**src/rxfs_consts.svh**
```systemverilog
`ifndef RXFS_CONSTS_SVH
`define RXFS_CONSTS_SVH
// Register offsets (config is write side, frame status is read side)
`define RXFS_ADDR_CFG 8'h0c
`define RXFS_ADDR_INT_STAT 8'h10
`define RXFS_ADDR_INT_MASK 8'h14
`define RXFS_ADDR_TALLY_ALIGN 8'h18
`define RXFS_ADDR_TALLY_CRC 8'h1c
`define RXFS_ADDR_TALLY_DROP 8'h20
// Configuration fields
`define RXFS_CFG_KEEP_BAD 0
`define RXFS_CFG_SHORT 1
`define RXFS_CFG_ALL_ONES 2
`define RXFS_CFG_GROUP 3
`define RXFS_CFG_ANY_UNI 4
`define RXFS_CFG_CHECK_ONLY 5
// Status fields
`define RXFS_ST_OK 0
`define RXFS_ST_CRC 1
`define RXFS_ST_ALIGN 2
`define RXFS_ST_OVF 3
`define RXFS_ST_DROP 4
`define RXFS_ST_GROUP 5
`define RXFS_ST_HALT 6
`define RXFS_ST_BUSY 7
// Frame lengths in bytes
`define RXFS_MIN_LEN 16'h0040
`define RXFS_RUNT_LEN 16'h0008
// Index of the last destination byte; beyond it the address is complete
`define RXFS_ADDR_LAST 16'h0005
// Interrupt event bits
`define RXFS_IRQ_ACCEPT 0
`define RXFS_IRQ_ERROR 1
`define RXFS_IRQ_DROP 2
`define RXFS_IRQ_OVF 3
`endif

```
**src/rxfs_pkg.sv**
```systemverilog
package rxfs_pkg;
  typedef enum logic [1:0] {RXFS_IDLE, RXFS_ADDR, RXFS_BODY, RXFS_DONE} rxfs_state_e;
  typedef logic [7:0] rxfs_byte_t;
endpackage

```
**src/rxfs_top.sv**
```systemverilog
`timescale 1ns/100ps
`include "rxfs_consts.svh"
// Notes on behaviour
// - Errored frames kept only when keep bit set
// - Short frames need bit and eight bytes
// - All-ones destination needs its accept bit
// - Broadcast and group acceptance kept apart; group hash never admits all-ones
// - Unicast matches station address unless any-unicast
// - Check-only mode checks, never buffers, counts drops
// - Status written for good or kept errored
// - Status cleared when next frame arrives
// - Intact only when all error bits zero
// - Bad checksum sets flag and counts tally
// - Misaligned bad checksum sets flag, counts tally
// - Overflow sets flag and aborts the frame
// - Dropped frame sets flag and counts tally
// - Group flag one for group destinations, zero for any unicast
// - Halted flag follows check-only mode or receive disable
// - Busy flag follows carrier or clash lines
// - Misalign without checksum error never produced
module rxfs_top #(
  parameter int TALLY_W = 8,
  parameter int LEN_W = 16
) (
  input wire logic clk_sys,
  input wire logic sys_rst,
  input wire logic clk_en,
  input wire logic [7:0] bus_addr,
  input wire logic [7:0] bus_wdata,
  input wire logic bus_wr,
  input wire logic bus_rd,
  output logic [7:0] bus_rdata,
  output logic irq,
  input wire logic [47:0] station_addr_bytes,
  input wire logic hash_hit,
  input wire logic carrier_sense_in,
  input wire logic clash_detect_line,
  input wire logic frame_start,
  input wire logic rx_byte_valid,
  input wire logic [7:0] rx_byte,
  input wire logic frame_end,
  input wire logic crc_bad,
  input wire logic odd_bits,
  input wire logic fifo_overflow,
  input wire logic buffers_full,
  input wire logic rx_enable,
  output logic frame_abort,
  output logic frame_flush,
  output logic status_write,
  output logic [7:0] status_byte,
  output logic buffer_en
);

  ////////////////////////////////////////////////////////////////////////////
  // Pin synchronisers for the transceiver sense lines
  logic crs_s1;
  logic crs_s2;
  logic cd_s1;
  logic cd_s2;
  always_ff @(posedge clk_sys)
  begin
    if (sys_rst)
    begin
      crs_s1 <= 1'b0;
      crs_s2 <= 1'b0;
      cd_s1 <= 1'b0;
      cd_s2 <= 1'b0;
    end
    else if (clk_en)
    begin
      crs_s1 <= carrier_sense_in;
      crs_s2 <= crs_s1;
      cd_s1 <= clash_detect_line;
      cd_s2 <= cd_s1;
    end
  end

  ////////////////////////////////////////////////////////////////////////////
  // Register file
  logic [5:0] rx_filter_config;
  logic [7:0] rx_frame_status;
  logic [3:0] int_stat;
  logic [3:0] int_mask;
  logic [TALLY_W-1:0] misalign_tally;
  logic [TALLY_W-1:0] checksum_error_tally;
  logic [TALLY_W-1:0] dropped_tally;

  wire keep_bad_frames = rx_filter_config[`RXFS_CFG_KEEP_BAD];
  wire accept_short_frames = rx_filter_config[`RXFS_CFG_SHORT];
  wire accept_all_ones_dest = rx_filter_config[`RXFS_CFG_ALL_ONES];
  wire accept_group_hashed = rx_filter_config[`RXFS_CFG_GROUP];
  wire accept_any_unicast = rx_filter_config[`RXFS_CFG_ANY_UNI];
  wire check_only_mode = rx_filter_config[`RXFS_CFG_CHECK_ONLY];

  wire wr_cfg = bus_wr && (bus_addr == `RXFS_ADDR_CFG);
  wire wr_mask = bus_wr && (bus_addr == `RXFS_ADDR_INT_MASK);
  wire rd_istat = bus_rd && (bus_addr == `RXFS_ADDR_INT_STAT);

  // Configuration and mask writes; reserved config bits are dropped
  always_ff @(posedge clk_sys)
  begin
    if (sys_rst)
    begin
      rx_filter_config <= 6'h00;
      int_mask <= 4'h0;
    end
    else if (clk_en)
    begin
      if (wr_cfg)
        rx_filter_config <= bus_wdata[5:0];
      if (wr_mask)
        int_mask <= bus_wdata[3:0];
    end
  end

  // Read mux, registered so data lands the cycle after the strobe
  logic [7:0] next_rdata;
  always_comb
  begin
    next_rdata = 8'h00;
    case (bus_addr)
      `RXFS_ADDR_CFG: next_rdata = rx_frame_status;
      `RXFS_ADDR_INT_STAT: next_rdata = {4'h0, int_stat};
      `RXFS_ADDR_INT_MASK: next_rdata = {4'h0, int_mask};
      `RXFS_ADDR_TALLY_ALIGN: next_rdata = 8'(misalign_tally);
      `RXFS_ADDR_TALLY_CRC: next_rdata = 8'(checksum_error_tally);
      `RXFS_ADDR_TALLY_DROP: next_rdata = 8'(dropped_tally);
      default: next_rdata = 8'h00;
    endcase
  end

  always_ff @(posedge clk_sys)
  begin
    if (sys_rst)
      bus_rdata <= 8'h00;
    else if (clk_en)
      bus_rdata <= bus_rd ? next_rdata : 8'h00;
  end

  ////////////////////////////////////////////////////////////////////////////
  // Destination address capture and frame tracking
  rxfs_pkg::rxfs_state_e state;
  rxfs_pkg::rxfs_state_e next_state;
  logic [47:0] dest;
  logic [LEN_W-1:0] len;
  logic ovf_seen;

  wire byte_in = rx_byte_valid && (state == rxfs_pkg::RXFS_ADDR
    || state == rxfs_pkg::RXFS_BODY);
  wire addr_full = (len == LEN_W'(`RXFS_ADDR_LAST)) && byte_in;

  always_comb
  begin
    next_state = state;
    case (state)
      rxfs_pkg::RXFS_IDLE: if (frame_start) next_state = rxfs_pkg::RXFS_ADDR;
      rxfs_pkg::RXFS_ADDR:
        if (frame_end || ovf_seen) next_state = rxfs_pkg::RXFS_DONE;
        else if (addr_full) next_state = rxfs_pkg::RXFS_BODY;
      rxfs_pkg::RXFS_BODY:
        if (frame_end || ovf_seen) next_state = rxfs_pkg::RXFS_DONE;
      rxfs_pkg::RXFS_DONE: next_state = rxfs_pkg::RXFS_IDLE;
      default: next_state = rxfs_pkg::RXFS_IDLE;
    endcase
  end

  // Destination bytes arrive first, least significant byte first
  always_ff @(posedge clk_sys)
  begin
    if (sys_rst)
    begin
      state <= rxfs_pkg::RXFS_IDLE;
      dest <= 48'h0;
      len <= '0;
      ovf_seen <= 1'b0;
    end
    else if (clk_en)
    begin
      state <= next_state;
      if (frame_start && state == rxfs_pkg::RXFS_IDLE)
      begin
        len <= '0;
        ovf_seen <= 1'b0;
      end
      else
      begin
        if (byte_in && len != '1)
          len <= len + LEN_W'(1);
        if (byte_in && state == rxfs_pkg::RXFS_ADDR)
          dest <= {rx_byte, dest[47:8]};
        if (fifo_overflow && state != rxfs_pkg::RXFS_IDLE)
          ovf_seen <= 1'b1;
      end
    end
  end

  ////////////////////////////////////////////////////////////////////////////
  // Acceptance decision
  wire is_group = dest[0];
  wire is_all_ones = (dest == 48'hffff_ffff_ffff);
  wire ones_ok = is_all_ones && accept_all_ones_dest;
  wire hash_ok = is_group && !is_all_ones && accept_group_hashed && hash_hit;
  wire uni_ok = !is_group && (accept_any_unicast || dest == station_addr_bytes);
  wire addr_ok = ones_ok || hash_ok || uni_ok;
  // Done cycle still knows the address was complete through the byte count
  wire addr_done = (state == rxfs_pkg::RXFS_BODY)
    || (state == rxfs_pkg::RXFS_DONE && len > LEN_W'(`RXFS_ADDR_LAST));
  wire len_short = len < LEN_W'(`RXFS_MIN_LEN);
  wire len_ok = !len_short || (accept_short_frames && len >= LEN_W'(`RXFS_RUNT_LEN));
  wire err_crc = crc_bad || odd_bits;
  wire err_align = odd_bits && crc_bad;
  wire err_any = err_crc;
  wire fin = (state == rxfs_pkg::RXFS_DONE);
  wire addressed = fin && addr_done && addr_ok;
  wire recognised = addressed && !ovf_seen;
  wire dropped = recognised && (check_only_mode || buffers_full);
  wire kept = recognised && !dropped && len_ok && (!err_any || keep_bad_frames);

  // Early flush of unwanted frames; check-only never reaches memory
  assign frame_flush = (addr_done && !addr_ok) || fin && !kept;
  assign frame_abort = ovf_seen;
  assign buffer_en = addr_done && addr_ok && !check_only_mode && !buffers_full;

  ////////////////////////////////////////////////////////////////////////////
  // Frame status, written out for kept frames only
  wire busy = crs_s2 || cd_s2;
  wire halt = check_only_mode || !rx_enable;
  logic [5:0] frame_bits;
  wire [5:0] next_frame_bits = {addr_done && is_group, dropped, ovf_seen,
    err_align && !ovf_seen, err_crc && !ovf_seen,
    !err_any && !ovf_seen && !dropped};

  always_ff @(posedge clk_sys)
  begin
    if (sys_rst)
    begin
      frame_bits <= 6'h00;
      status_write <= 1'b0;
      status_byte <= 8'h00;
    end
    else if (clk_en)
    begin
      if (frame_start && state == rxfs_pkg::RXFS_IDLE)
        frame_bits <= 6'h00;
      else if (addressed)
        frame_bits <= next_frame_bits;
      status_write <= kept;
      if (kept)
        status_byte <= {busy, halt, next_frame_bits};
    end
  end

  assign rx_frame_status = {busy, halt, frame_bits};

  ////////////////////////////////////////////////////////////////////////////
  // Tally counters saturate so a slow reader never sees a wrap
  wire inc_align = fin && recognised && err_align;
  wire inc_crc = fin && recognised && err_crc;
  always_ff @(posedge clk_sys)
  begin
    if (sys_rst)
    begin
      misalign_tally <= '0;
      checksum_error_tally <= '0;
      dropped_tally <= '0;
    end
    else if (clk_en)
    begin
      if (inc_align && misalign_tally != '1)
        misalign_tally <= misalign_tally + TALLY_W'(1);
      if (inc_crc && checksum_error_tally != '1)
        checksum_error_tally <= checksum_error_tally + TALLY_W'(1);
      if (dropped && dropped_tally != '1)
        dropped_tally <= dropped_tally + TALLY_W'(1);
    end
  end

  ////////////////////////////////////////////////////////////////////////////
  // Interrupts: sticky events, read clears, a new event wins
  wire [3:0] ev;
  assign ev[`RXFS_IRQ_ACCEPT] = kept;
  assign ev[`RXFS_IRQ_ERROR] = inc_crc;
  assign ev[`RXFS_IRQ_DROP] = dropped;
  assign ev[`RXFS_IRQ_OVF] = fin && ovf_seen;

  always_ff @(posedge clk_sys)
  begin
    if (sys_rst)
      int_stat <= 4'h0;
    else if (clk_en)
      int_stat <= (rd_istat ? 4'h0 : int_stat) | ev;
  end

  assign irq = |(int_stat & int_mask);

endmodule

```
**config.mk**
```make
export PLATFORM = sky130hd
export DESIGN_NAME = rxfs_top
export DESIGN_NICKNAME = d
export VERILOG_FILES = /design/src/rxfs_pkg.sv /design/src/rxfs_top.sv
export VERILOG_INCLUDE_DIRS = /design/src
export SDC_FILE = /design/constraint.sdc
export NUM_CORES = 1
export LEC_CHECK = 0
export BUFFER_PORTS_ARGS = -buffer_cell sky130_fd_sc_hd__buf_2
export CORE_MARGIN = 4
export CORE_UTILIZATION = 47
export DETAILED_ROUTE_END_ITERATION = 7
export PLACE_DENSITY = 0.72
export SYNTH_ARGS = -nofsm -noshare
export SYNTH_HDL_FRONTEND = slang
export SYNTH_SLANG_ARGS = --single-unit
```
**constraint.sdc**
```tcl
create_clock -name clk_sys -period 5.99 [get_ports clk_sys]
set_input_delay 0.599 -clock clk_sys [delete_from_list [all_inputs] [get_ports clk_sys]]
set_output_delay 0.599 -clock clk_sys [all_outputs]
set_load 0.02 [all_outputs]
```
### Word-level counts from Yosys, hierarchy flattened

Cells that the tools add are included.

* memories kept: 0
* bits in latches: 0
* output and inout bits: 21
* word-level logic and storage cells: 143
* flip-flop bits (word level): 132
* input bits: 88
* memory bits (writable): 0
* memory bits (read-only): 0

* $lt $le $gt $ge: 3
* add/subtract/negate cells: 4
* mux-type cells: 14
* reductions and logical operators: 82
* div/mod/pow operators: 0
* bitwise logic cells: 3
* $mul: 0
* equal/unequal tests: 19
* shifts and indexed selects: 0

Operator list (count)
* equality test 48 bit: 1
* equality test 48 bit, second input constant: 1
* one-hot mux 8 bit (6 select lines): 1
* logical AND 1 bit: 41
* equality test 8 x 5 -> 1 bit, second input constant: 4
* two-way mux 16 bit: 2
* adder 8 x 1 -> 8 bit, second input constant: 3
* != test 8 bit, second input constant: 3
* AND reduction 2 bit: 9
* adder 16 x 1 -> 16 bit, second input constant: 1
* equality test 16 x 3 -> 1 bit, second input constant: 1
* >= comparator 16 x 4 -> 1 bit, second input constant: 1
* greater-than comparator 16 x 3 -> 1 bit, second input constant: 1
* less-than comparator 16 x 7 -> 1 bit, second input constant: 1
* != test 16 bit, second input constant: 1
* logical OR 1 bit: 13
* two-way mux 6 bit: 2
* zero test 1 bit: 11
* equality test 8 x 4 -> 1 bit, second input constant: 1
* equality test 8 x 6 -> 1 bit, second input constant: 1
* two-way mux 2 bit: 4
* two-way mux 8 bit: 1
* one-hot mux 2 bit (4 select lines): 1
* nonzero test 2 bit: 4
* 14 further kinds: 16

### Depth between registers and ports, before layout

Gate-level depths: netlist of the first run.

* depth in word-level cells: 17
* mapped depth: 10
* gate-level depth less buffers: 8

### Worst setup path before layout of the first run

Ideal clock, no wire load.

* path type: input-to-output
* start point: input station_addr_bytes[29]
* end point: output buffer_en
* required time: 5391 ps
* path buffers: 0
* arrival: 2227 ps
* setup slack: 3164 ps
* stages: 6
* cells stage by stage: xor2_1 > nor4_1 > nand4_1 > nor4_4 > nor2_1 > nor4_1

* word-level cells in the longest chain between the ends: 7

Ends and longest elaborated chain
* start, declared: RTL line rxfs_top.sv:34 `input wire logic [47:0] station_addr_bytes,`
* equality test 48 bit: RTL line rxfs_top.sv:203 `wire uni_ok = !is_group && (accept_any_unicast || dest == station_addr_bytes);`
* logical OR 1 bit: RTL line rxfs_top.sv:203
* logical AND 1 bit: RTL line rxfs_top.sv:203
* logical OR 1 bit: RTL line rxfs_top.sv:204 `wire addr_ok = ones_ok || hash_ok || uni_ok;`
* logical AND 1 bit (3 in series): RTL line rxfs_top.sv:222 `assign buffer_en = addr_done && addr_ok && !check_only_mode && !buffers_full;`
* end, declared: RTL line rxfs_top.sv:51 `output logic buffer_en`

Every way passes these cells.

### Final worst setup path of the first run

* start point: register dest[29]
* end point: output buffer_en

* word-level cells in the longest chain between the ends: 10
* elaborated cells between the ends (all ways): 14
* those cells by class: 2 x eq/ne; 12 x reduce/logical

Ends and longest elaborated chain
* start, declared: RTL line rxfs_top.sv:144 `logic [47:0] dest;`
* start signal, assigned: RTL line rxfs_top.sv:190 `dest <= {rx_byte, dest[47:8]};`
* equality test 48 bit: RTL line rxfs_top.sv:200 `wire is_all_ones = (dest == 48'hffff_ffff_ffff);`
* zero test 1 bit: RTL line rxfs_top.sv:202 `wire hash_ok = is_group && !is_all_ones && accept_group_hashed && hash_hit;`
* logical AND 1 bit (3 in series): RTL line rxfs_top.sv:202
* logical OR 1 bit: RTL line rxfs_top.sv:204
* logical OR 1 bit (*): RTL line rxfs_top.sv:204
* logical AND 1 bit (*) (3 in series): RTL line rxfs_top.sv:222

Mark *: on every way between the ends. The rest lies on a longest branch, timed or not.

==> Implementation_results.wiki, run 1 <==
{| class="wikitable"
! Metric !! Value
|-
| Max H-tree Level || 4
|-
| Hold violation count in the final report || 0
|-
| Synth Instances || 803
|-
| Worst path arrival time || 2.97 ns
|-
| Setup Buffers After CTS || 0
|-
| Number of hold buffers added after CTS || 0
|-
| Std-Cell Rows || 42
|-
| Proportion of register bits with asynchronous set or reset after synthesis || 0
|-
| IR Drop Worst-Case VDD || 0.1765 mV
|-
| TritonCTS sink count || 132
|-
| Global-route wire length before repair || 28750 um
|-
| Post-route DRC violation count || 0
|-
| Internal cell power || 0.001611 W
|-
| Share of the clock period used by the worst path || 0.5960
|-
| Status || finished, final reports clean
|-
| Worst-case hold path end point || dest[40]
|-
| Post-synth cell types || 55
|-
| Sum of negative setup slack || 0 ns
|-
| Fraction of power consumed by the clock network || 0.511
|-
| Pleak || 3.004 nW
|-
| Antenna violations before repair || 0
|-
| Sequential share of the synthesized area || 0.4034
|-
| Clock period minus final worst setup slack || 3.570 ns
|-
| Endpoint required time on the critical path || 5.39 ns
|-
| Via total after detailed routing || 6068
|-
| Chip Width || 126.1 um
|-
| Main combinational cell family by area after synthesis || simple AND/OR/NAND/NOR gates
|-
| Share of synthesized area spent on multiplexers || 0.05654
|-
| Post-synthesis instance area || 6550 um^2
|-
| Startpoint-to-endpoint class of the critical path || register to output pin
|-
| Area share of xor/xnor cells in the synthesized design || 0.07889
|-
| Maxcap violations || 0
|-
| Share of the synthesized area in the top cell type || 0.4034
|-
| Post-cts sizing count || 0
|-
| Ranking of synthesized cells by instance count || sky130_fd_sc_hd__nand2_1 (143), sky130_fd_sc_hd__dfxtp_1 (132), sky130_fd_sc_hd__nor2_1 (75)
|-
| First drt pass iteration count || 5
|-
| Max-slew headroom at the worst pin || 0.2043
|-
| Count of buffers inserted at the top-level ports || 106
|-
| Synthesized-area fraction occupied by adder cells || 0.01910
|-
| Core Area || 13450 um^2
|-
| Number of storage elements in the synthesis netlist || 132
|-
| Max stage delay cell, worst path || sky130_fd_sc_hd__nor4_1
|-
| Layout Cells excl Fill || 1081
|-
| NumNets Final || 991
|-
| Clock-pin slew of the registers on the worst-case setup and hold paths || 0.06 ns
|-
| Maximum frequency from static timing analysis || 280.1 MHz
|-
| Switching Power || 0.0004499 W
|-
| Synthesized Nets || 901
|-
| End of the worst register-to-register path || int_stat[2]
|-
| Main synth FF type || sky130_fd_sc_hd__dfxtp_1
|-
| Worst reg2reg setup slack || 2.75 ns
|-
| Fraction of layout cells with a size suffix above 1 || 0.1757
|-
| Startpoint of the worst register-to-register path || dest[37]
|-
| Cell types with the largest area share after synthesis || sky130_fd_sc_hd__dfxtp_1 (40%), sky130_fd_sc_hd__nand2_1 (8.2%), sky130_fd_sc_hd__xor2_1 (6.3%)
|-
| Total Routing Usage GR || 0.2215
|-
| Number of cells traversed by the worst hold path || 3
|-
| Min-Delay Path Class || primary input to register
|-
| Max-slew violation total from the final report || 0
|-
| Maximum root-to-sink buffer count || 2
|-
| Launching element type of the critical path || register
|-
| Ratio of total power to cell area || 264.9 nW/um^2
|-
| Area delta synth->final || 18.76%
|-
| Total congestion overflow || 0
|-
| Worst path cell trace || xor2_1 > nor4_1 > nand4_1 > nor4_4 > nor2_1 > nor4_1 > buf_2
|-
| Number of placed instances, taps included || 1050
|-
| Overall die area || 15890 um^2
|-
| Cell accounting for the most synthesized area || sky130_fd_sc_hd__dfxtp_1
|-
| Via density per instance || 5.613
|-
| Largest net degree at the start of global routing || 64
|-
| Simple-Gate Fraction of Synth Area || 0.2718
|-
| Number of warnings issued by yosys || 0
|-
| Min-Delay Startpoint || rx_byte[0]
|-
| Count of final setup violators || 0
|-
| Detailed placer's ending HPWL || 12670 um
|-
| Maximum fanout along the worst path || 4
|-
| Weighted congestion reported at the end of routability-driven placement || 0.8506
|-
| Top cell by count, worst path || sky130_fd_sc_hd__nor4_1
|-
| Antenna Diode Count || 0
|-
| Clock Skews || 0.009277 ns
|-
| Critical Path Max Stage Delay || 0.56 ns
|-
| Total length of routed wires || 17630 um
|-
| Sequential power share || 0.431
|-
| RSZ-0062 raised after global routing || false
|-
| Clk_lat worst skew || 0.42 ns
|-
| Number of flops mapped to enable cells by yosys || 0
|-
| Worst-case reg-to-reg path depth || 7
|-
| Die boundary height || 126.1 um
|-
| Kind of end point of the critical path || output pin
|-
| Initial DRC Count || 530
|-
| Buffer type at the clock tree root || sky130_fd_sc_hd__clkbuf_16
|-
| I/O pins || 109
|-
| Worst-margin pin slew || 1.193 ns
|-
| Number of clock buffers inserted by TritonCTS || 17
|-
| Combinational power share || 0.059
|-
| Routed length per placed instance || 16.31 um
|-
| Antenna violation net count after detailed routing || 0
|-
| Switching power as a share of total power || 0.2183
|-
| Top-count cell post-synth || sky130_fd_sc_hd__nand2_1
|-
| CTS tree || done
|-
| Initial standard-cell utilization of the core || 0.4869
|-
| Via count of the first global-routing pass || 5737
|-
| Compound-Gate Fraction of Synth Area || 0.1383
|-
| Synthesized area divided by synthesized cell count || 8.157 um^2
|}
## worst max-delay path, delay by kind of cell (launching register included)
kind | cells | cell delay [ns]
and+or+nand+nor | 5 | 1.77
DFF | 1 | 0.34
buffers and inverters | 1 | 0.26
xor gates and xnor gates | 1 | 0.17
## flip-flops by register name, summed over array words and instances (netlist names), 2 cells and up
register / flops
state: 2
misalign_tally: 8
int_mask: 4
int_stat: 4
dropped_tally: 8
status_byte: 8
dest: 48
checksum_error_tally: 8
len: 16
rx_filter_config: 6
frame_bits: 6
bus_rdata: 8
## final cells by class
cell class                      instances  area, um^2
Tap cell                              176       220.2
Inverter                               14       52.55
Timing Repair Buffer                  110       563.0
Multi-Input combinational cell        618        3699
Clock buffer                           22       474.2
Fill cell                            1248        5674
Clock inverter                          9       127.6
Sequential cell                       132        2643
## cells in the final DEF (no fill, tap or decap), drive strengths merged, types with 12 or more instances in the layout
cell type	n
xor2	47
o21ai	14
a21oi	70
and3	12
nand4	25
dfxtp	132
buf	110
nor4	22
inv	13
a22oi	22
xnor2	12
nand2	143
nor2	77
clkbuf	22
nand3	26
mux2i	28
## worst max path at each step
stage,from,end
after floorplan,station_addr_bytes[29],buffer_en
after global placement,station_addr_bytes[29],status_byte[7]
after detailed placement,station_addr_bytes[29],status_byte[6]
after CTS,dest[29],buffer_en
after global routing,dest[0],frame_flush
final,dest[29],buffer_en
## per-stage QoR
step           total power [W]  setup slack (ns)  hold WS [ns]    util  area (um^2)
2_1_floorplan        0.0009703             3.164        0.4344       -         6550
3_3_place_gp          0.001025             2.583        0.4437  0.5335         7177
3_5_place_dp          0.001026             2.539        0.4436  0.5335         7177
4_1_cts               0.002074             2.495        0.4055  0.5782         7779
5_1_grt               0.002124             2.288        0.4212  0.5782         7779
6_report              0.002061             2.420        0.4189  0.5782         7779
## routing by layer
layer / global-route usage / vias up / wire [um] / share of wire
met4: 0.07256 / 0 / 298 / 0.017
met3: 0.04742 / 26 / 1070 / 0.061
met1: 0.3006 / 2811 / 8158 / 0.46
li1: - / 3032 / - / -
met5: 0 / - / 0 / 0
met2: 0.3524 / 199 / 8101 / 0.46
## logic make-up after synthesis
kind of cell             Yosys count
AND/OR/NAND/NOR                  367
AO/OA/AOI/OAI                    146
flip-flops                       132
XOR/XNOR                          59
buffers and inverters             53
multiplexers                      36
adder cells (fa/ha/maj)           10
## power groups by stage
stage / registers (W) / logic, W / clock network (W)
3_5_place_dp: 0.000906 / 0.000119 / 0
6_report: 0.000888 / 0.000121 / 0.00105
2_1_floorplan: 0.000904 / 0.0000659 / 0
4_1_cts: 0.000887 / 0.000120 / 0.00107
3_3_place_gp: 0.000906 / 0.000119 / 0
5_1_grt: 0.000888 / 0.000134 / 0.00110
Note: power is estimated with default switching activity, not from simulation.
==> run 2, diff against run 1 <==
==> constraint.sdc (replaced) <==
create_clock -name clk_sys -period 3.3 [get_ports clk_sys]
set_input_delay 0.33 -clock clk_sys [delete_from_list [all_inputs] [get_ports clk_sys]]
set_output_delay 0.33 -clock clk_sys [all_outputs]
set_load 0.02 [all_outputs]
==> run 2 against run 1 <==
  * Combinational power rose by 83%
  * Critical endpoint is now frame_flush
  * Register-to-register slack got worse by 2.2 ns
  * Sequential cell count did not move
  * Clock power rose by 86%
  * Cell area rose by 0.84%
==> Implementation_results.wiki, run 2 (synthesized netlist as in run 1, its figures left out) <==
{| class="wikitable"
! Metric !! Value
|-
| Status || finished, final reports clean
|-
| Layout Cells excl Fill || 1086 (+0.46%)
|-
| Internal cell power || 0.002902 W (+80%)
|-
| Core Area || 13450 um^2 (unchanged)
|-
| Endpoint required time on the critical path || 2.97 ns (-2.42 ns)
|-
| Chip Width || 126.1 um (unchanged)
|-
| Multi-input gate area in the final layout || 3705 um^2 (+0.17%)
|-
| Sum of negative setup slack || 0 ns (unchanged)
|-
| Total area of sequential cells || 2643 um^2 (unchanged)
|-
| Ratio of total power to cell area || 482.6 nW/um^2 (+82%)
|-
| Area delta synth->final || 19.75%
|-
| Max reg flops || 48 (unchanged)
|-
| Clock period minus final worst setup slack || 3.150 ns
|-
| Kind of end point of the critical path || output pin
|-
| TritonCTS sink count || 132 (unchanged)
|-
| Switching power as a share of total power || 0.2335 (+0.01517)
|-
| Max H-tree Level || 4 (unchanged)
|-
| Antenna violation net count after detailed routing || 0 (unchanged)
|-
| Combinational power share || 0.059 (about the same)
|-
| Clock Skews || 0.008493 ns (-0.0007834 ns)
|-
| Worst-case hold path end point || cd_s1
|-
| Max-slew headroom at the worst pin || 0.4908 (+0.2865)
|-
| Largest net degree at the start of global routing || 66 (+3.1%)
|-
| Post-route DRC violation count || 0 (unchanged)
|-
| Total congestion overflow || 0 (unchanged)
|-
| Via total after detailed routing || 6140 (+1.2%)
|-
| Overall die area || 15890 um^2 (unchanged)
|-
| Routed length per placed instance || 16.35 um (+0.25%)
|-
| Post-cts sizing count || 0 (unchanged)
|-
| Via count of the first global-routing pass || 5865 (+2.2%)
|-
| Setup Buffers After CTS || 0 (unchanged)
|-
| Max stage delay cell, worst path || sky130_fd_sc_hd__nor4_1
|-
| CTS tree || done
|-
| Number of clock buffers inserted by TritonCTS || 17 (unchanged)
|-
| Global-route wire length before repair || 29040 um (+1.0%)
|-
| Clock-pin slew of the registers on the worst-case setup and hold paths || 0.06 ns (about the same)
|-
| Antenna violations before repair || 0 (unchanged)
|-
| Worst path arrival time || 2.82 ns (-0.15 ns)
|-
| Min-Delay Path Class || primary input to register
|-
| Count of final setup violators || 0 (unchanged)
|-
| Number of hold buffers added after CTS || 0 (unchanged)
|-
| Number of placed instances, taps included || 1054 (+0.38%)
|-
| Sequential power share || 0.425 (-0.006)
|-
| Initial standard-cell utilization of the core || 0.4869 (unchanged)
|-
| Pleak || 3.035 nW (+1.0%)
|-
| Filler Cells Inserted || 1217 (-2.5%)
|-
| Worst-margin pin slew || 0.7532 ns (-0.4402 ns)
|-
| RSZ-0062 raised after global routing || false
|-
| Antenna Diode Count || 0 (unchanged)
|-
| End of the worst register-to-register path || misalign_tally[0]
|-
| Std-Cell Rows || 42 (unchanged)
|-
| Detailed placer's ending HPWL || 12740 um (+0.53%)
|-
| Total Routing Usage GR || 0.2230 (+0.001490)
|-
| Startpoint of the worst register-to-register path || dest[37]
|-
| Weighted congestion reported at the end of routability-driven placement || 0.8881 (+4.4%)
|-
| First drt pass iteration count || 5 (unchanged)
|-
| Startpoint-to-endpoint class of the critical path || register to output pin
|-
| Worst reg2reg setup slack || 0.60 ns (-2.15 ns)
|-
| Min-Delay Startpoint || clash_detect_line
|-
| Most frequent standard cell in the layout excluding fill and tap cells || sky130_fd_sc_hd__nand2_1
|-
| Maximum root-to-sink buffer count || 2 (unchanged)
|-
| Top cell by count, worst path || sky130_fd_sc_hd__o21ai_0
|-
| Max-slew violation total from the final report || 0 (unchanged)
|-
| Critical Path Max Stage Delay || 0.59 ns (+0.03 ns)
|-
| Largest registers ranked by flip-flop count || dest: 48 flops, len: 16 flops
|-
| IR Drop Worst-Case VDD || 0.3499 mV (+98%)
|-
| Fraction of power consumed by the clock network || 0.516 (+0.005)
|-
| NumNets Final || 995 (+0.40%)
|-
| Launching element type of the critical path || register
|-
| Maxcap violations || 0 (unchanged)
|-
| Total length of routed wires || 17750 um (+0.71%)
|-
| Most used cells in the layout excluding fill and tap cells || sky130_fd_sc_hd__nand2_1 (143), sky130_fd_sc_hd__dfxtp_1 (132), sky130_fd_sc_hd__buf_2 (105)
|-
| Switching Power || 0.0008837 W (+96%)
|-
| Smallest hold slack || 0.1407 ns (-0.2782 ns)
|-
| Number of cells traversed by the worst hold path || 3 (unchanged)
|-
| Count of buffers inserted at the top-level ports || 106 (unchanged)
|-
| I/O pins || 109 (unchanged)
|-
| Die boundary height || 126.1 um (unchanged)
|-
| Share of the clock period used by the worst path || 0.9545
|-
| Worst path cell trace || nand4_1 > nor4_1 > and3_1 > o21ai_0 > or2_2 > o21ai_0 > buf_2
|-
| Worst-case reg-to-reg path depth || 8 (+1)
|-
| Buffer type at the clock tree root || sky130_fd_sc_hd__clkbuf_16
|-
| Initial DRC Count || 672 (+27%)
|-
| Via density per instance || 5.654 (+0.72%)
|-
| Hold violation count in the final report || 0 (unchanged)
|-
| Maximum fanout along the worst path || 6 (+2)
|-
| Fraction of layout cells with a size suffix above 1 || 0.1835 (+0.007826)
|-
| Biggest register || dest
|-
| Clk_lat worst skew || 0.42 ns (about the same)
|-
| Maximum frequency from static timing analysis || 317.5 MHz
|}
run 2: worst max path at each step:
stage,from,to,slack [ns],cells past startpoint
final,dest[37],frame_flush,0.15,7
after global placement,station_addr_bytes[29],checksum_error_tally[5],0.58,10
after detailed placement,station_addr_bytes[29],checksum_error_tally[6],0.53,10
after global routing,dest[37],frame_flush,0.005,7
after floorplan,dest[0],frame_flush,0.94,8
after CTS,dest[37],frame_flush,0.14,7
run 2: area by class of cell:
| type | instances | share of cell area |
|---|---|---|
| flip-flops and latches | 132 | 0.3369 |
| clock inverters | 14 | 0.02281 |
| inverters | 14 | 0.006700 |
| multi-input cells | 618 | 0.4723 |
| well taps | 176 | 0.02807 |
| repair buffers | 114 | 0.07721 |
| clock buffers | 18 | 0.05599 |
run 2: per-stage QoR:
| stage | power, W | instance area, um^2 | utilization | worst slack (ns) |
|---|---|---|---|---|
| 2_1_floorplan | 0.001761 | 6550 | - | 0.9422 |
| 3_3_place_gp | 0.001862 | 7219 | 0.5366 | 0.5846 |
| 3_5_place_dp | 0.001863 | 7219 | 0.5366 | 0.5301 |
| 4_1_cts | 0.003813 | 7838 | 0.5826 | 0.1449 |
| 5_1_grt | 0.003904 | 7844 | 0.5831 | 0.004525 |
| 6_report | 0.003785 | 7844 | 0.5831 | 0.1501 |
run 2: worst max-delay path, delay by kind of cell, from the launching register on:
| kind | cells | cell delay [ns] |
|---|---|---|
| AO/OA/AOI/OAI | 2 | 0.43 |
| buffers and inverters | 1 | 0.23 |
| flip-flops | 1 | 0.40 |
| AND/OR/NAND/NOR | 4 | 1.33 |
run 2: metal layers:
metal / part of all wire / track usage
met5: 0 / 0
met1: 0.46 / 0.2975
met3: 0.075 / 0.05800
met2: 0.45 / 0.3502
met4: 0.023 / 0.07886
run 2: power by group through the flow:
| stage | clock network (W) | registers [W] | logic (W) |
|---|---|---|---|
| floorplan | 0 | 0.00164 | 0.000120 |
| global placement | 0 | 0.00164 | 0.000217 |
| detailed placement | 0 | 0.00165 | 0.000218 |
| CTS | 0.00198 | 0.00161 | 0.000221 |
| global route | 0.00205 | 0.00161 | 0.000246 |
| finish | 0.00195 | 0.00161 | 0.000222 |
==> run 3, diff against run 2 <==
--- a/config.mk
+++ b/config.mk
@@ -6,10 +6,12 @@
 export SDC_FILE = /design/constraint.sdc
 export NUM_CORES = 1
 export LEC_CHECK = 0
+export ABC_AREA = 1
 export BUFFER_PORTS_ARGS = -buffer_cell sky130_fd_sc_hd__buf_2
 export CORE_MARGIN = 4
 export CORE_UTILIZATION = 47
 export DETAILED_ROUTE_END_ITERATION = 7
+export GPL_TIMING_DRIVEN = 0
 export PLACE_DENSITY = 0.72
 export SYNTH_ARGS = -nofsm -noshare
 export SYNTH_HDL_FRONTEND = slang
==> run 3 against run 2 <==
  * Global-route usage grew 1.9 points
  * Routed wire length grew 14%
  * Final cell count grew 23%
  * Clock power grew 6%
  * Critical path depth grew 8
  * Synthesized cell count grew 26%
  * First-iteration DRC count shrank 13%
  * Combinational power grew 46%
  * Via count grew 15%
==> Implementation_results.wiki, run 3 <==
{| class="wikitable"
! Metric !! Value
|-
| Internal cell power || 0.003089 W (+6.5%)
|-
| Ratio of total power to cell area || 480.8 nW/um^2 (-0.37%)
|-
| First drt pass iteration count || 5 (unchanged)
|-
| Antenna violations before repair || 1 (+1)
|-
| CTS tree || done
|-
| Switching Power || 0.0009383 W (+6.2%)
|-
| Number of clock buffers inserted by TritonCTS || 17 (unchanged)
|-
| Count of buffers inserted at the top-level ports || 104 (-1.9%)
|-
| Max H-tree Level || 4 (unchanged)
|-
| Post-route DRC violation count || 0 (unchanged)
|-
| Top-count cell post-synth || sky130_fd_sc_hd__nand2_1
|-
| Maxcap violations || 0 (unchanged)
|-
| Clock-pin slew of the registers on the worst-case setup and hold paths || 0.06 ns (about the same)
|-
| Antenna violation net count after detailed routing || 0 (unchanged)
|-
| Fraction of power consumed by the clock network || 0.514 (-0.002)
|-
| Post-synthesis instance area || 6975 um^2 (+6.5%)
|-
| Initial standard-cell utilization of the core || 0.4799 (-0.006945)
|-
| Max reg flops || 48 (unchanged)
|-
| Final critical-path setup slack || 0.4468 ns (+0.2967 ns)
|-
| Die boundary height || 129.8 um (+3.0%)
|-
| Clock period minus final worst setup slack || 2.853 ns (-0.2967 ns)
|-
| Total length of routed wires || 20260 um (+14%)
|-
| Most used cells in the layout excluding fill and tap cells || sky130_fd_sc_hd__nand2_1 (218), sky130_fd_sc_hd__dfxtp_1 (132), sky130_fd_sc_hd__nor2_1 (128)
|-
| Core Area || 14530 um^2 (+8.0%)
|-
| Std-Cell Rows || 44 (+4.8%)
|-
| Most frequent standard cell in the layout excluding fill and tap cells || sky130_fd_sc_hd__nand2_1
|-
| Maximum fanout along the worst path || 6 (unchanged)
|-
| Sum of negative setup slack || 0 ns (unchanged)
|-
| I/O pins || 109 (unchanged)
|-
| Number of hold buffers added after CTS || 0 (unchanged)
|-
| Global-route wire length before repair || 31730 um (+9.3%)
|-
| Launching element type of the critical path || register
|-
| Clock Skews || 0.008274 ns (-0.0002197 ns)
|-
| Smallest hold slack || 0.1225 ns (-0.01823 ns)
|-
| Launch point of the critical path || dest[47]
|-
| RSZ-0062 raised after global routing || false
|-
| Via total after detailed routing || 7066 (+15%)
|-
| Cell accounting for the most synthesized area || sky130_fd_sc_hd__dfxtp_1
|-
| Max-slew violation total from the final report || 0 (unchanged)
|-
| Detailed placer's ending HPWL || 15280 um (+20%)
|-
| Worst-margin pin slew || 0.8756 ns (+0.1223 ns)
|-
| Startpoint-to-endpoint class of the critical path || register to output pin
|-
| Number of warnings issued by yosys || 0 (unchanged)
|-
| Overall die area || 16850 um^2 (+6.1%)
|-
| Count of final setup violators || 0 (unchanged)
|-
| Share of the synthesized area in the top cell type || 0.3788 (-0.02460)
|-
| Switching power as a share of total power || 0.2330 (-0.0004611)
|-
| Combinational power share || 0.080 (+0.021)
|-
| NumNets Final || 1231 (+24%)
|-
| Chip Width || 129.8 um (+3.0%)
|-
| Share of the clock period used by the worst path || 0.8646 (-0.08992)
|-
| Weighted congestion reported at the end of routability-driven placement || 0.9275 (+4.4%)
|-
| Top layer in use || met4
|-
| Routed length per placed instance || 15.22 um (-6.9%)
|-
| Met1 WL || 9100 um (+13%)
|-
| Pleak || 3.516 nW (+16%)
|-
| Min-Delay Startpoint || rx_byte[3]
|-
| Endpoint required time on the critical path || 2.97 ns (about the same)
|-
| Startpoint of the worst register-to-register path || state[0]
|-
| Max-slew headroom at the worst pin || 0.4131 (-0.07767)
|-
| Post-cts sizing count || 0 (unchanged)
|-
| Status || finished, final reports clean
|-
| Initial DRC Count || 583 (-13%)
|-
| Number of storage elements in the synthesis netlist || 132 (unchanged)
|-
| Sequential power share || 0.405 (-0.020)
|-
| Worst slack at placement || 0.5664 ns (+0.03636 ns)
|-
| Clk_lat worst skew || 0.43 ns (about the same)
|-
| Min-Delay Path Class || primary input to register
|-
| Hold violation count in the final report || 0 (unchanged)
|-
| Synthesized Nets || 1108 (+23%)
|-
| Routed met3 length || 1526 um (+14%)
|-
| Kind of end point of the critical path || output pin
|-
| Worst path arrival time || 2.52 ns (-0.30 ns)
|-
| Largest net degree at the start of global routing || 17 (-74%)
|-
| Number of flops mapped to enable cells by yosys || 0 (unchanged)
|-
| Largest registers ranked by flip-flop count || dest: 48 flops, len: 16 flops
|-
| Area delta synth->final || 20.07%
|-
| Setup Buffers After CTS || 0 (unchanged)
|-
| Synth Instances || 1010 (+26%)
|-
| Post-synth cell types || 54 (-1.8%)
|-
| Synthesized area divided by synthesized cell count || 6.906 um^2 (-15%)
|-
| Total Routing Usage GR || 0.2421 (+0.01919)
|-
| Via density per instance || 5.309 (-6.1%)
|-
| Via count of the first global-routing pass || 6337 (+8.0%)
|-
| Buffer type at the clock tree root || sky130_fd_sc_hd__clkbuf_16
|-
| Fraction of layout cells with a size suffix above 1 || 0.1588 (-0.02470)
|-
| Maximum root-to-sink buffer count || 2 (unchanged)
|-
| Cell types with the largest area share after synthesis || sky130_fd_sc_hd__dfxtp_1 (38%), sky130_fd_sc_hd__nand2_1 (12%), sky130_fd_sc_hd__nor2_1 (6.9%)
|-
| Main synth FF type || sky130_fd_sc_hd__dfxtp_1
|-
| Biggest register || dest
|-
| Ranking of synthesized cells by instance count || sky130_fd_sc_hd__nand2_1 (218), sky130_fd_sc_hd__dfxtp_1 (132), sky130_fd_sc_hd__nor2_1 (128)
|-
| Sequential share of the synthesized area || 0.3788 (-0.02460)
|-
| IR Drop Worst-Case VDD || 0.3858 mV (+10%)
|-
| Proportion of register bits with asynchronous set or reset after synthesis || 0 (unchanged)
|-
| TritonCTS sink count || 132 (unchanged)
|-
| Maximum frequency from static timing analysis || 350.5 MHz (+10%)
|-
| Total congestion overflow || 0 (unchanged)
|-
| Metal2 WL || 8971 um (+13%)
|}
## run 3: cell count changes in the layout (fill, tap and decap cells not counted), sizes merged, moves of 11 or more
cell / previous run / this run
inv: 15 / 117
nand2: 143 / 223
o21ai: 14 / 89
nor2: 77 / 134
clkbuf: 18 / 49
mux2i: 28 / 0
xor2: 47 / 19
a21oi: 70 / 93
xnor2: 12 / 34
a22oi: 22 / 1
nor4: 22 / 5
nor3: 9 / 23
and3: 12 / 1
nand3: 26 / 37
## run 3: metal layers
layer,track usage,up-vias
met5,0,-
met4,0.1045,0
met3,0.05444,55
met2,0.3676,242
met1,0.3317,3209
li1,-,3560
## run 3: worst paths after layout
check                   end  slack [ns]  depth (start not counted)
max             frame_flush        0.45                         15
max reg2reg        dest[27]        0.49                         11
min reg2reg  status_byte[3]        0.45                          2
min                dest[43]        0.12                          3
## run 3: cell families after synthesis
group           after synthesis  synth area share
xor+xnor                     53           0.06655
fa+ha+maj                    10           0.01794
flops                       132            0.3788
buf+inv                     150           0.08377
compound gates              202            0.1577
simple gates                463            0.2952
## run 3: critical path, stage by stage, from the launching register on
cell	delay (ns)
sky130_fd_sc_hd__dfxtp_1	0.36
sky130_fd_sc_hd__xnor2_1	0.25
sky130_fd_sc_hd__nand2_1	0.07
sky130_fd_sc_hd__nor2_1	0.12
sky130_fd_sc_hd__nand2_1	0.09
sky130_fd_sc_hd__nor2_1	0.12
sky130_fd_sc_hd__nand3_1	0.11
sky130_fd_sc_hd__nand2_1	0.08
sky130_fd_sc_hd__nand2_2	0.06
sky130_fd_sc_hd__nand2_4	0.10
sky130_fd_sc_hd__nand2_4	0.08
sky130_fd_sc_hd__nor2_1	0.19
sky130_fd_sc_hd__nand2_1	0.07
sky130_fd_sc_hd__nand2_1	0.07
sky130_fd_sc_hd__o21ai_0	0.12
sky130_fd_sc_hd__buf_2	0.19
## run 3: per-stage QoR
step	power (W)	cells	util	instance area, um^2
after CTS	0.004031	1330	0.5761	8373
after global placement	0.001983	1298	0.5316	7726
after global routing	0.004150	1331	0.5763	8376
after detailed placement	0.001987	1298	0.5316	7726
final	0.004027	1331	0.5763	8376
after floorplan	0.001854	1010	-	6975
## run 3: cell type report
| class | instances | area (um^2) |
|---|---|---|
| antenna | 1 | 2.502 |
| buffer | 32 | 138.9 |
| clock buffer | 24 | 501.7 |
| clock inverter | 8 | 145.1 |
| fill | 1434 | 6158 |
| inverter | 118 | 445.4 |
| multi-input combinational | 728 | 3749 |
| sequential | 132 | 2643 |
| tap | 184 | 230.2 |
| timing repair buffer | 104 | 520.5 |
## run 3: power by group through the flow
| stage | Sequential [W] | Combinational [W] | Clock (W) |
|---|---|---|---|
| 3_5_place_dp | 0.00167 | 0.000321 | 0 |
| 6_report | 0.00163 | 0.000324 | 0.00207 |
| 3_3_place_gp | 0.00167 | 0.000317 | 0 |
| 2_1_floorplan | 0.00166 | 0.000192 | 0 |
| 5_1_grt | 0.00163 | 0.000360 | 0.00216 |
| 4_1_cts | 0.00163 | 0.000322 | 0.00208 |
